**src/tta_pkg.sv**
```systemverilog
// Package: register map, reset values and state types of the temperature readout block
`default_nettype none
package tta_pkg;
  // Register pointers (command byte values)
  localparam logic [7:0] REG_LTEMP = 8'h00;
  localparam logic [7:0] REG_RTEMP = 8'h01;
  localparam logic [7:0] REG_STAT = 8'h02;
  localparam logic [7:0] REG_CFG = 8'h03;
  localparam logic [7:0] REG_LHI = 8'h05;
  localparam logic [7:0] REG_LLO = 8'h06;
  localparam logic [7:0] REG_RHI = 8'h07;
  localparam logic [7:0] REG_RLO = 8'h08;
  localparam logic [7:0] CMD_ONESHOT = 8'h0F;
  localparam logic [7:0] REG_RFRAC = 8'h10;
  localparam logic [7:0] REG_LFRAC = 8'h11;
  localparam logic [7:0] REG_ROT = 8'h19;
  localparam logic [7:0] REG_LOT = 8'h20;
  localparam logic [7:0] BYTE_ZERO = 8'h00;
  // Field positions
  localparam int CFG_MASK = 7;
  localparam int CFG_STOP = 6;
  localparam int AF_LHI = 3;
  localparam int AF_LLO = 2;
  localparam int AF_RHI = 1;
  localparam int AF_RLO = 0;
  localparam int OF_LOC = 1;
  localparam int OF_REM = 0;
  localparam logic [4:0] FRAC_PAD = 5'h00;
  localparam logic [2:0] STAT_PAD = 3'h0;
  // Limit reset values
  localparam logic [7:0] LIM_0 = 8'h00;
  localparam logic [7:0] LIM_85 = 8'h55;
  localparam logic [7:0] LIM_95 = 8'h5F;
  localparam logic [7:0] LIM_125 = 8'h7D;
  localparam logic [7:0] HYST_DEF = 8'h0A;
  // Serial bit counter marks
  localparam logic [3:0] BIT_LAST = 4'h7;
  localparam logic [3:0] BIT_ACK = 4'h8;
  localparam logic [3:0] CNT_REL = 4'h9;

  typedef enum logic [1:0] {SL_IDLE, SL_ADDR, SL_RX, SL_TX} tta_sl_state_t;
  typedef enum logic {CV_IDLE, CV_BUSY} tta_conv_t;

  typedef struct packed {
    logic [10:0] loc;
    logic [10:0] rem;
  } tta_reading_t;

  typedef struct packed {
    logic cmd_we;
    logic dat_we;
    logic [7:0] data;
  } tta_host_evt_t;

  typedef struct packed {
    logic scl_m, scl_s, scl_d;
    logic sda_m, sda_s, sda_d;
    tta_sl_state_t st;
    logic [3:0] cnt;
    logic [7:0] sh;
    logic rd;
    logic first;
    logic oe;
    tta_host_evt_t evt;
  } tta_slave_t;

  typedef struct packed {
    logic [7:0] ptr, cfg;
    logic [7:0] lhi, llo, rhi, rlo, lot, rot;
    logic [7:0] ltemp, rtemp;
    logic [2:0] lfrac, rfrac;
    tta_conv_t conv;
    logic os_pend, os_run, start;
    logic [3:0] aflag;
    logic [1:0] oflag;
  } tta_main_t;
endpackage
`default_nettype wire

```
**src/tta_smbus_slave.sv**
```systemverilog
// Serial byte engine: start/stop detection, address match, byte receive and transmit
`default_nettype none
module tta_smbus_slave
  import tta_pkg::*;
#(
  parameter logic [6:0] SLAVE_ADDR = 7'h2A
) (
  // Clock and reset
  input wire logic sys_clk_in,
  input wire logic reset_in,
  // Bus pins
  input wire logic scl_in,
  input wire logic sda_in,
  output logic sda_out,
  output logic sda_oe_out,
  // Register side
  input wire logic [7:0] rd_data_in,
  output tta_host_evt_t evt_out
);
  tta_slave_t r, n;
  logic rise, fall, start_c, stop_c;

  assign rise = r.scl_s & ~r.scl_d;
  assign fall = ~r.scl_s & r.scl_d;
  assign start_c = r.scl_s & r.scl_d & r.sda_d & ~r.sda_s;
  assign stop_c = r.scl_s & r.scl_d & ~r.sda_d & r.sda_s;

  always_comb begin
    n = r;
    n.scl_m = scl_in;
    n.scl_s = r.scl_m;
    n.scl_d = r.scl_s;
    n.sda_m = sda_in;
    n.sda_s = r.sda_m;
    n.sda_d = r.sda_s;
    n.evt.cmd_we = 1'b0;
    n.evt.dat_we = 1'b0;
    if (start_c) begin
      n.st = SL_ADDR;
      n.cnt = '0;
      n.oe = 1'b0;
    end else if (stop_c) begin
      n.st = SL_IDLE;
      n.oe = 1'b0;
    end else begin
      unique case (r.st)
        SL_IDLE: ;
        SL_ADDR, SL_RX: begin
          // Bytes arrive most significant bit first
          if (rise && r.cnt < BIT_ACK) begin
            n.sh = {r.sh[6:0], r.sda_s};
            n.cnt = r.cnt + 4'h1;
          end else if (fall && r.cnt == BIT_ACK) begin
            n.cnt = CNT_REL;
            if (r.st == SL_RX) begin
              n.oe = 1'b1;
              n.evt.cmd_we = r.first;
              n.evt.dat_we = ~r.first;
              n.evt.data = r.sh;
              n.first = 1'b0;
            end else if (r.sh[7:1] == SLAVE_ADDR) begin
              n.oe = 1'b1;
              n.rd = r.sh[0];
            end else begin
              n.st = SL_IDLE;
            end
          end else if (fall && r.cnt == CNT_REL) begin
            n.cnt = '0;
            if (r.st == SL_ADDR && r.rd) begin
              n.st = SL_TX;
              n.sh = rd_data_in;
              n.oe = ~rd_data_in[7];
            end else begin
              n.oe = 1'b0;
              if (r.st == SL_ADDR) begin
                n.st = SL_RX;
                n.first = 1'b1;
              end
            end
          end
        end
        SL_TX: begin
          if (fall && r.cnt < BIT_LAST) begin
            n.sh = {r.sh[6:0], 1'b0};
            n.oe = ~r.sh[6];
            n.cnt = r.cnt + 4'h1;
          end else if (fall && r.cnt == BIT_LAST) begin
            n.oe = 1'b0;
            n.cnt = BIT_ACK;
          end else if (rise && r.cnt == BIT_ACK) begin
            // Master NACK ends the read
            if (r.sda_s) n.st = SL_IDLE;
            else n.cnt = CNT_REL;
          end else if (fall && r.cnt == CNT_REL) begin
            n.sh = rd_data_in;
            n.oe = ~rd_data_in[7];
            n.cnt = '0;
          end
        end
      endcase
    end
  end

  always_ff @(posedge sys_clk_in) begin
    if (reset_in) begin
      r <= '0;
      // Pin samplers start at the idle-high bus level, so no false edge follows reset
      r.scl_m <= 1'b1;
      r.scl_s <= 1'b1;
      r.scl_d <= 1'b1;
      r.sda_m <= 1'b1;
      r.sda_s <= 1'b1;
      r.sda_d <= 1'b1;
    end else begin
      r <= n;
    end
  end

  assign sda_out = 1'b0;
  assign sda_oe_out = r.oe;
  assign evt_out = r.evt;
endmodule
`default_nettype wire

```
**src/tta_readout.sv**
```systemverilog
// Temperature readout top: result registers, limits, conversion control and alarms
`default_nettype none
module tta_readout
  import tta_pkg::*;
#(
  parameter logic [6:0] SLAVE_ADDR = 7'h2A,
  parameter bit SAME_REMOTE_LIMITS = 1'b0,
  parameter logic [7:0] OVERTEMP_SHUTDOWN_N_HYST = HYST_DEF
) (
  // Clock and reset
  input wire logic sys_clk_in,
  input wire logic reset_in,
  // Serial bus pins
  input wire logic scl_in,
  input wire logic sda_in,
  output logic sda_out,
  output logic sda_oe_out,
  // Converter
  output logic conv_start_out,
  input wire logic conv_done_in,
  input wire tta_reading_t reading_in,
  // Alarm pins
  output logic alert_n_out,
  output logic overtemp_shutdown_n_out
);
  localparam logic [7:0] RHI_RST = SAME_REMOTE_LIMITS ? LIM_85 : LIM_95;
  localparam logic [7:0] ROT_RST = SAME_REMOTE_LIMITS ? LIM_85 : LIM_125;

  tta_host_evt_t evt;
  tta_main_t r, n;
  logic [7:0] rd_byte;
  logic [7:0] lt_new, rt_new;
  logic done_ok;

  tta_smbus_slave #(.SLAVE_ADDR(SLAVE_ADDR)) u_slave (
    .sys_clk_in(sys_clk_in),
    .reset_in(reset_in),
    .scl_in(scl_in),
    .sda_in(sda_in),
    .sda_out(sda_out),
    .sda_oe_out(sda_oe_out),
    .rd_data_in(rd_byte),
    .evt_out(evt)
  );

  // Sets at the limit, releases below limit minus hysteresis, else holds
  function automatic logic overtemp_shutdown_n_next(input logic cur, input logic [7:0] t,
                                      input logic [7:0] lim, input logic [7:0] hy);
    logic [7:0] rel;
    rel = (lim > hy) ? lim - hy : BYTE_ZERO;
    if (t >= lim) return 1'b1;
    if (t < rel) return 1'b0;
    return cur;
  endfunction

  assign done_ok = conv_done_in && (r.conv == CV_BUSY);
  assign lt_new = reading_in.loc[10:3];
  assign rt_new = reading_in.rem[10:3];

  always_comb begin
    unique case (r.ptr)
      REG_LTEMP: rd_byte = r.ltemp;
      REG_RTEMP: rd_byte = r.rtemp;
      REG_STAT: rd_byte = {r.conv == CV_BUSY, r.aflag, STAT_PAD};
      REG_CFG: rd_byte = r.cfg;
      REG_LHI: rd_byte = r.lhi;
      REG_LLO: rd_byte = r.llo;
      REG_RHI: rd_byte = r.rhi;
      REG_RLO: rd_byte = r.rlo;
      REG_RFRAC: rd_byte = {r.rfrac, FRAC_PAD};
      REG_LFRAC: rd_byte = {r.lfrac, FRAC_PAD};
      REG_ROT: rd_byte = r.rot;
      REG_LOT: rd_byte = r.lot;
      default: rd_byte = BYTE_ZERO;
    endcase
  end

  always_comb begin
    n = r;
    n.start = 1'b0;
    unique case (r.conv)
      CV_IDLE: begin
        if (r.os_pend || !r.cfg[CFG_STOP]) begin
          n.conv = CV_BUSY;
          n.start = 1'b1;
          n.os_run = r.os_pend;
          n.os_pend = 1'b0;
        end
      end
      CV_BUSY: begin
        if (done_ok) begin
          // Integer and fraction latch together
          n.ltemp = lt_new;
          n.rtemp = rt_new;
          n.lfrac = reading_in.loc[2:0];
          n.rfrac = reading_in.rem[2:0];
          n.aflag[AF_LHI] = lt_new >= r.lhi;
          n.aflag[AF_RHI] = rt_new >= r.rhi;
          n.aflag[AF_LLO] = lt_new < r.llo;
          n.aflag[AF_RLO] = rt_new < r.rlo;
          n.oflag[OF_LOC] = overtemp_shutdown_n_next(r.oflag[OF_LOC], lt_new, r.lot, OVERTEMP_SHUTDOWN_N_HYST);
          n.oflag[OF_REM] = overtemp_shutdown_n_next(r.oflag[OF_REM], rt_new, r.rot, OVERTEMP_SHUTDOWN_N_HYST);
          n.conv = CV_IDLE;
          n.os_run = 1'b0;
        end else if (r.cfg[CFG_STOP] && !r.os_run) begin
          // Standby truncates a free-running conversion, old data kept
          n.conv = CV_IDLE;
        end
      end
    endcase
    if (evt.cmd_we) n.ptr = evt.data;
    // One-shot is ignored while a conversion is running
    if (evt.cmd_we && evt.data == CMD_ONESHOT && n.conv == CV_IDLE) n.os_pend = 1'b1;
    if (evt.dat_we) begin
      unique case (r.ptr)
        REG_CFG: n.cfg = evt.data;
        REG_LHI: n.lhi = evt.data;
        REG_LLO: n.llo = evt.data;
        REG_RHI: n.rhi = evt.data;
        REG_RLO: n.rlo = evt.data;
        REG_LOT: n.lot = evt.data;
        REG_ROT: n.rot = evt.data;
        default: ;
      endcase
    end
  end

  always_ff @(posedge sys_clk_in) begin
    if (reset_in) begin
      r <= '0;
      r.lhi <= LIM_85;
      r.rhi <= RHI_RST;
      r.llo <= LIM_0;
      r.rlo <= LIM_0;
      r.lot <= LIM_85;
      r.rot <= ROT_RST;
    end else begin
      r <= n;
    end
  end

  assign conv_start_out = r.start;
  assign alert_n_out = ~((|r.aflag) & ~r.cfg[CFG_MASK]);
  assign overtemp_shutdown_n_out = ~(|r.oflag);
endmodule
`default_nettype wire

```
**config.mk**
```make
export PLATFORM = sky130hd
export DESIGN_NAME = tta_readout
export DESIGN_NICKNAME = d
export VERILOG_FILES = /design/src/tta_pkg.sv /design/src/tta_smbus_slave.sv /design/src/tta_readout.sv
export SDC_FILE = /design/constraint.sdc
export NUM_CORES = 1
export LEC_CHECK = 0
export ABC_CLOCK_PERIOD_IN_PS = 6200
export BUFFER_PORTS_ARGS = -buffer_cell sky130_fd_sc_hd__buf_2
export CORE_UTILIZATION = 55
export DETAILED_ROUTE_END_ITERATION = 10
export GPL_ROUTABILITY_DRIVEN = 1
export PLACE_DENSITY = 0.83
export SETUP_SLACK_MARGIN = 0.3
export SLEW_MARGIN = 20
export SYNTH_ARGS = -nofsm -noshare
export SYNTH_HDL_FRONTEND = slang
export SYNTH_SLANG_ARGS = --single-unit
```
**constraint.sdc**
```tcl
create_clock -name sys_clk_in -period 6.2 [get_ports sys_clk_in]
set_clock_uncertainty 0.2 [all_clocks]
set_input_delay 0.93 -clock sys_clk_in [delete_from_list [all_inputs] [get_ports sys_clk_in]]
set_output_delay 0.93 -clock sys_clk_in [all_outputs]
set_load 0.01 [all_outputs]
```
======== Word level (Yosys, flattened, before mapping) ========
Cells that the tools add are included.
storage, ports and cells
  register bits after elaboration ......... 129
  latch bits .............................. 0
  memory bits (writable) .................. 0
  bits in read-only memories .............. 0
  input bits .............................. 27
  output and inout port bits .............. 5
  logic and storage cells ................. 258
  memories ................................ 0
operators by class
  add/subtract/negate cells ............... 3
  multipliers ............................. 0
  divide/modulo/power cells ............... 0
  magnitude comparators ................... 12
  equality and inequality tests ........... 53
  shifts and indexed selects .............. 0
  mux-type cells .......................... 80
  bitwise operators ....................... 26
  reductions and logical operators ........ 49
operators by type and width
  cell                                                                      number
  8-bit one-hot mux with 12 select lines                                    1
  14-bit two-way mux                                                        4
  8-bit two-way mux                                                         6
  1-bit two-way mux                                                         41
  12-bit two-way mux                                                        3
  8-bit >= comparator                                                       4
  8-bit < comparator                                                        4
  14-bit one-hot mux with 2 select lines                                    1
  8-bit by 3-bit equality test with 1-bit output (second input constant)    3
  8-bit by 5-bit equality test with 1-bit output (second input constant)    3
  2-bit two-way mux                                                         12
  10-bit two-way mux                                                        2
  5-bit by 1-bit inequality test with 1-bit output (second input constant)  4
  10-bit AND reduction                                                      2
  2-bit AND reduction                                                       10
  1-bit NOT                                                                 18
  8-bit by 2-bit equality test with 1-bit output (second input constant)    2
  8-bit by 4-bit equality test with 1-bit output (second input constant)    2
  8-bit by 4-bit > comparator with 1-bit output (second input constant)     2
  4-bit two-way mux                                                         4
  4-bit by 2-bit inequality test with 1-bit output (second input constant)  4
  8-bit by 4-bit subtractor with 8-bit output (second input constant)       2
  13-bit two-way mux                                                        1
  4-bit by 1-bit inequality test with 1-bit output (second input constant)  3
  other kinds (39)                                                          85

======== Longest topological paths before layout ========
Gate-level depths: netlist of run 1.
  word-level depth ........................ 11
  depth in mapped cells ................... 12
  depth with buffers taken out ............ 12

======== Cells and area by module ========
A second synthesis of run 1 with hierarchy kept.
second synthesis, totals
  cell total of the unflattened synthesis .. 969
  area, all modules ....................... 8,051.5 um2
modules (own cells, without submodules)
  module           instances  cells each  area each (um2)  sequential area each (um2)
  tta_readout      1          730         5,993.2          1,921.8
  tta_smbus_slave  1          239         2,058.2          660.6

======== Worst setup path before layout of run 1 ========
Ideal clock, no wire load.
  path type ............................... input to register
  from .................................... in reading_in[3] (netlist name)
  to ...................................... reg r[0] (netlist name)
  library setup time ...................... 131 ps
  arrival time ............................ 2,097 ps
  data required time ...................... 5,869 ps
  setup slack ............................. 3,772 ps
  cell stages on the path ................. 8
  buffers on the path ..................... 0
  cells stage by stage .................... inv_1 -> ha_1 -> nand2b_1 -> a21o_1 -> a21oi_1 -> o211ai_1 -> a311oi_1 -> o32ai_1
on the way
  longest elaborated chain between the ends .. 7
  elaborated cells between the ends (all ways) .. 14
  those cells by class .................... 2 x order compare; 10 x mux; 2 x reduce/logical
RTL lines
  what                             line                source
  start, declared                  tta_readout.sv:21   input wire tta_reading_t reading_in,
  8-bit < comparator               tta_readout.sv:52   if (t < rel) return 1'b0;
  1-bit two-way mux (2 in series)  tta_readout.sv:52
  1-bit two-way mux                tta_readout.sv:91   if (done_ok) begin
  1-bit two-way mux                tta_readout.sv:81   unique case (r.conv)
  2-bit nonzero test (no line)     n/a
  3-bit AND reduction (no line)    n/a
  end signal, assigned             tta_readout.sv:138  r <= n;
  end, declared                    tta_readout.sv:30   tta_main_t r, n;
Parallel ways exist; a longest one is shown, timed or not. The select of a mux whose other input is x is not followed.
A chain may end at the register's enable or synchronous reset.

======== Worst setup path in the final report of run 1 ========
  from .................................... reg r[90] (netlist name)
  to ...................................... reg u_slave.r[20] (netlist name)
on the way
  longest elaborated chain between the ends .. 9
  elaborated cells between the ends (all ways) .. 24
  those cells by class .................... 11 x eq/ne; 12 x mux; 1 x reduce/logical
RTL lines
  what                                                                    line                    source
  8-bit by 6-bit equality test with 1-bit output (tied with other cells)  tta_readout.sv:61       unique case (r.ptr)
  8-bit one-hot mux with 12 select lines (*)                              tta_readout.sv:61
  8-bit two-way mux                                                       tta_smbus_slave.sv:69   if (r.st == SL_ADDR && r.rd) begin
  14-bit two-way mux                                                      tta_smbus_slave.sv:67   end else if (fall && r.cnt == CNT_REL) begin
  14-bit two-way mux                                                      tta_smbus_slave.sv:42   end else if (stop_c) begin
  14-bit two-way mux                                                      tta_smbus_slave.sv:38   if (start_c) begin
  8-bit two-way mux                                                       tta_smbus_slave.sv:53   end else if (fall && r.cnt == BIT_ACK) begin
  12-bit two-way mux                                                      tta_smbus_slave.sv:50   if (rise && r.cnt < BIT_ACK) begin
  14-bit one-hot mux with 2 select lines (*)                              tta_smbus_slave.sv:46   unique case (r.st)
  end signal, assigned                                                    tta_smbus_slave.sv:115  r <= n;
  end, declared                                                           tta_smbus_slave.sv:20   tta_slave_t r, n;
Mark *: on every way between the ends. The rest lies on a longest branch, timed or not. The select of a mux whose other input is x is not followed.

==> results of run 1 <==
-- Yosys cell counts (6+ instances only) --
master,n
nor2_1,58
a22oi_1,7
dfxtp_1,129
a211oi_1,12
nand2_1,137
nand2b_1,17
nand3_1,54
nand4_1,7
ha_1,70
a21o_1,9
nor2b_1,10
nor4_1,8
mux2i_1,39
clkbuf_1,54
a21oi_1,113
a311o_1,10
o211ai_1,8
inv_1,58
nor3_1,11
nor4bb_1,6
xnor2_1,7
or2_2,8
o21ai_0,30
-- metal layers --
metal  up-vias  track usage  routed length, µm
met3        72       0.0722               1760
met1      3349        0.408               9460
li1       3421            -                  -
met4         0        0.159                899
met5         -            0                  0
met2       330        0.502               9940
-- stage by stage --
stage | cell area (µm²) | hold slack, ns | cells | util
5_1_grt | 8450 | 0.219 | 1143 | 0.628
6_report | 8450 | 0.207 | 1143 | 0.628
2_1_floorplan | 7690 | 0.189 | 963 | -
4_1_cts | 8450 | 0.207 | 1143 | 0.628
3_5_place_dp | 7860 | 0.194 | 1112 | 0.584
3_3_place_gp | 7860 | 0.191 | 1112 | 0.584
-- worst min-delay path by stage --
stage	slack [ns]	cells after the start	end
floorplan	0.19	1	u_slave.n[27]
global placement	0.19	1	u_slave.n[30]
detailed placement	0.19	1	u_slave.n[27]
CTS	0.21	1	u_slave.n[27]
global route	0.22	1	u_slave.n[27]
finish	0.21	1	u_slave.n[27]
-- layout by cell type, fill, tap and decap left out, drive strengths merged, types with 30 or more instances in the layout --
cell type	Yosys	final
a21oi	113	113
buf	8	35
dfxtp	129	129
ha	70	70
inv	58	59
mux2i	39	39
nand2	137	137
nand3	54	54
nor2	58	58
o21ai	30	30
-- where the power goes --
group	switching, µW	total [µW]	internal [µW]
Combinational	89.6	145	55.0
Sequential	14.8	859	844
Clock	376	1030	650
-- layout make-up --
type | instances | share of cell area
tap | 176 | 0.0261
multi-input combinational | 714 | 0.550
inverter | 58 | 0.0258
sequential | 129 | 0.306
clock inverter | 9 | 0.0155
timing repair buffer | 35 | 0.0225
clock buffer | 22 | 0.0549
-- sequential cells by signal, summed over array words and instances, names as in the netlist --
name / count
conv_start_out: 1
r: 95
u_slave.evt_out: 10
u_slave.n: 4
u_slave.r: 18
u_slave.sda_oe_out: 1
-- kinds of logic (layout without fill, tap and decap cells) --
kind of cell             count (synthesis)  in the layout  synth area share
AND/OR/NAND/NOR                        348            348             0.224
other                                    1              1          0.000487
adder cells (fa/ha/maj)                 70             70             0.114
flip-flops                             129            129             0.336
multiplexers                            40             40            0.0522
buffers and inverters                  120            124            0.0607
AO/OA/AOI/OAI                          248            248             0.205
XOR/XNOR                                 7              7           0.00797
==> flow_summary.json, run 1 <==
{
  "clock_sink_count": 129,
  "synth_seq_area_share": 0.336,
  "synth_top_cell_area_share": 0.336,
  "netlist_top_cells_area": "dfxtp_1 34%, ha_1 11%, a21oi_1 7.4%, nand2_1 6.7%, mux2i_1 5.1%",
  "synth_warnings": 0,
  "first_iter_violations": 823,
  "cp_top_family": "simple AND/OR/NAND/NOR gates",
  "synthesis.area_per_instance_um2": 7.99,
  "total_negative_slack_ns": 0,
  "routabilityCongestion": 0.972,
  "multi_input_area_mm2": 0.00464,
  "p_leak_uw": 0.00335,
  "critical_path.endpoint_type": "flip-flop",
  "post_cts_hold_buffer_count": 0,
  "synthDominantAreaCellType": "dfxtp_1",
  "dieWidth_um": 120,
  "route.vias.total": 7172,
  "grt_max_degree": 56,
  "layout_setup_ws_ns": 2.89,
  "htree_levels": 4,
  "grt_pass1_wl_um": 35400,
  "gr-usage-all-layers": 0.318,
  "route.detailed.vias_per_inst": 6.27,
  "seqCellArea_mm2": 0.00258,
  "clock_tree.buffer_depth": 2,
  "core_area_mm2": 0.0135,
  "post-route-min-period_ns": 3.31,
  "critical_path.slowest_cell": "nor4b_4",
  "worst_hold_startpoint": "u_slave.n[28]",
  "synthFlopType": "dfxtp_1",
  "top_level_ports": 32,
  "total_power_uw": 2030,
  "timing.critical_path.slowest_cell_delay_ns": 0.77,
  "preCtsSetupSlack_ns": 2.98,
  "r2r_end": "u_slave.r[20]",
  "regToRegStartpoint": "r[90]",
  "max_clock_freq_mhz": 302,
  "setup.reg_to_reg.worst_slack_ns": 2.89,
  "drive_gt1_frac": 0.0807,
  "die_footprint_mm2": 0.0145,
  "number_of_buffers_created_by_cts": 17,
  "clockRootBuffer": "clkbuf_16",
  "ant_nets": 0,
  "pwr_density_cell_mw_per_mm2": 240,
  "postSynthNetCount": 1060,
  "crit_path_end": "u_slave.r[20]",
  "post_synth_num_cell_types": 68,
  "clock_latency_ns": 0.43,
  "cp.required_ns": 6.35,
  "rsz0062_at_grt": "false",
  "tritoncts": "done",
  "worst_slew_margin_rel": 0.369,
  "cts_resized": 0,
  "hold_fails_final_rpt": 0,
  "clock_slew_seen_by_the_registers_of_the_worst_setup_and_hold_paths_ns": 0.06,
  "floorplan.rows": 42,
  "number_of_synthesized_flops_with_an_enable_pin": 0,
  "worst_r2r_path_depth": 6,
  "setup-violations-final": 0,
  "final_net_count": 1052,
  "timing.setup.critical_path_class": "reg2reg",
  "n_fill_cell": 1203,
  "final_min_period_over_clock_period": 0.533,
  "critPathBufInv": 0,
  "syn_area_mm2": 0.00769,
  "crit_arrival_ns": 3.46,
  "critPathLaunch": "r[90]",
  "synthArstFlopShare": 0,
  "floorplan.initialDensity": 0.572,
  "number_of_global_route_vias_before_repair": 6805,
  "grt_antenna_before_repair": 0,
  "wire_per_inst_um": 19.3,
  "timing.critical_path.from_type": "flip-flop",
  "antenna_cells": 0,
  "fp.dieH_um": 120,
  "worst_ir_drop_vdd_mv": 0.189,
  "globalRoute.totalOverflow": 0,
  "ys_seq_elements": 129,
  "outcome": "completed",
  "slew_viol_final": 0,
  "syn_to_final_growth_pct": 9.84,
  "dp_hpwl_um": 15100,
  "worst-path-max-fanout": 17,
  "worstPathCellList": "or4b_4 > nor4b_4 > a22oi_1 > and4b_1 > a311o_1 > a21oi_1",
  "drtPass1Iterations": 6,
  "drc": 0,
  "port_buffers": 30,
  "post_cts_setup_repair_buffer_count": 0,
  "worstSetupPathDepth": 6,
  "cap_violations": 0,
  "totalWireLength_um": 22100,
  "tightestPinTransition_ns": 0.945,
  "worst_hold_path_type": "reg2reg",
  "syn-instance-count": 963
}
(Power assumes the default switching activity.)
==> inputs of run 2 (changes only) <==
Settings changed: ABC_CLOCK_PERIOD_IN_PS 6200 to 2930, PLACE_DENSITY 0.83 to 0.86.
Clock period 6.2 ns to 2.93 ns, I/O delays scaled along.
==> run 2 against run 1 <==
- worst setup slack worse by 2.5 ns
- clock power grew 120%
- first-iteration DRC count is 4.4% higher
- clock-buffer cell count stayed put
- die area stayed put
- maximum frequency grew 28%
- wire length increased by 2.5%
- sequential cell count stayed put
- combinational power rose by 120%
- worst hold slack lost 0.16 ns
- critical path depth is 1 higher
- critical path type unchanged
==> flow_summary.json, run 2 (synthesis results as in run 1) <==
{
  "outcome": "completed",
  "cap_violations": 0,
  "n_fill_cell": 1131,
  "timing.critical_path.from_type": "flip-flop",
  "p_leak_uw": 0.00348,
  "floorplan.initialDensity": 0.572,
  "drtPass1Iterations": 5,
  "cp.required_ns": 3.10,
  "post-route-min-period_ns": 2.58,
  "worst_hold_path_type": "in2reg",
  "tritoncts": "done",
  "post-route-util": 0.646,
  "place.detailed.instances": 1129,
  "commonest_non_fill_non_tap_cell_in_the_layout": "nand2_1",
  "antenna_cells": 0,
  "clock_sink_count": 129,
  "preCtsSetupSlack_ns": 0.329,
  "route.detailed.vias_per_inst": 6.29,
  "gr-usage-all-layers": 0.323,
  "clockRootBuffer": "clkbuf_16",
  "final_min_period_over_clock_period": 0.881,
  "pwr_density_cell_mw_per_mm2": 506,
  "hold_fails_final_rpt": 0,
  "crit_arrival_ns": 2.75,
  "worst_hold_startpoint": "reading_in[11]",
  "postPlaceCellArea_mm2": 0.00801,
  "mostFrequentLayoutCells": "137 x nand2_1, 127 x dfxtp_1, 113 x a21oi_1",
  "dp_hpwl_um": 16100,
  "first_iter_violations": 859,
  "dieWidth_um": 120,
  "port_buffers": 30,
  "worst_slew_margin_rel": 0.540,
  "route.vias.total": 7310,
  "wire_per_inst_um": 19.4,
  "tightestPinTransition_ns": 0.689,
  "timing.setup.critical_path_class": "reg2reg",
  "layout_setup_ws_ns": 0.348,
  "post-route-cell-area_mm2": 0.00870,
  "grt_max_degree": 108,
  "drive_gt1_frac": 0.106,
  "post_cts_setup_repair_buffer_count": 0,
  "max_clock_freq_mhz": 387,
  "grt_antenna_before_repair": 0,
  "critPathLaunch": "r[95]",
  "syn_to_final_growth_pct": 13.0,
  "number_of_global_route_vias_before_repair": 6768,
  "number_of_buffers_created_by_cts": 17,
  "final_net_count": 1071,
  "fp.dieH_um": 120,
  "htree_levels": 4,
  "drc": 0,
  "clock_tree.buffer_depth": 2,
  "clock_slew_seen_by_the_registers_of_the_worst_setup_and_hold_paths_ns": 0.06,
  "slew_viol_final": 0,
  "ant_nets": 0,
  "routabilityCongestion": 1.02,
  "globalRoute.totalOverflow": 0,
  "critical_path.endpoint_type": "flip-flop",
  "top_level_ports": 32,
  "largest_register_ffs": 95,
  "die_footprint_mm2": 0.0145,
  "total_negative_slack_ns": 0,
  "floorplan.rows": 42,
  "core_area_mm2": 0.0135,
  "regToRegStartpoint": "r[95]",
  "clock_latency_ns": 0.42,
  "final_cell_count_without_fillers": 1163,
  "worst-path-max-fanout": 15,
  "worst_ir_drop_vdd_mv": 0.372,
  "regMostFlops": "r",
  "setup-violations-final": 0,
  "grt_pass1_wl_um": 35800,
  "totalWireLength_um": 22600,
  "rsz0062_at_grt": "true",
  "setup.reg_to_reg.worst_slack_ns": 0.35
}
run 2: cell types whose count changed in the layout (fill, tap and decap cells not counted), moves of 2 or more:
cell,previous run,this run
buf_12,0,2
buf_4,6,20
clkinv_2,2,4
clkinvlp_4,3,1
dfxtp_1,129,127
dfxtp_2,0,2
dlygate4sd3_1,0,2
run 2: power breakdown:
part | switching [µW] | internal [µW] | total, µW
Sequential | 32.8 | 1790 | 1820
Clock | 781 | 1490 | 2270
Combinational | 192 | 124 | 316
run 2: layer usage:
| metal | vias to the layer above | global-route usage | wire, µm |
|---|---|---|---|
| li1 | 3469 | - | - |
| met1 | 3383 | 0.420 | 9390 |
| met2 | 377 | 0.508 | 10400 |
| met3 | 81 | 0.0604 | 1940 |
| met4 | 0 | 0.168 | 860 |
| met5 | - | 0 | 0 |
run 2: layout make-up:
class | count | area, µm² | share of cell area
Inverter | 58 | 218 | 0.0250
Clock inverter | 10 | 156 | 0.0180
Sequential cell | 129 | 2580 | 0.297
Multi-Input combinational cell | 714 | 4680 | 0.538
Timing Repair Buffer | 54 | 367 | 0.0422
Clock buffer | 22 | 474 | 0.0545
Tap cell | 176 | 220 | 0.0253
run 2: through the flow:
stage	hold slack (ns)	total power [µW]
6_report	0.0498	4400
5_1_grt	0.0507	4520
4_1_cts	0.0418	4400
3_5_place_dp	0.199	2160
3_3_place_gp	0.190	2150
2_1_floorplan	0.189	2040
run 2: critical path, cell delays in order (launching register included):
cell       delay [ns]
dfxtp_1          0.41
or4b_4           0.63
nor4b_4          0.28
buf_4            0.25
a32o_1           0.15
nor4_1           0.05
a2111oi_0        0.42
a31o_1           0.14
run 2: final timing paths:
check,to,cells past startpoint
setup / recovery,u_slave.r[17],7
hold / removal,r[13],3
setup reg to reg,u_slave.r[17],7
hold reg to reg,u_slave.n[27],1
run 2: timing repair:
| action | in CTS | in global routing |
|---|---|---|
| endpoints found under the setup margin | 0 | 20 |
| hold buffers | 2 | 0 |
| endpoints found under the hold margin | 2 | 0 |
| resized for setup | 0 | 10 |
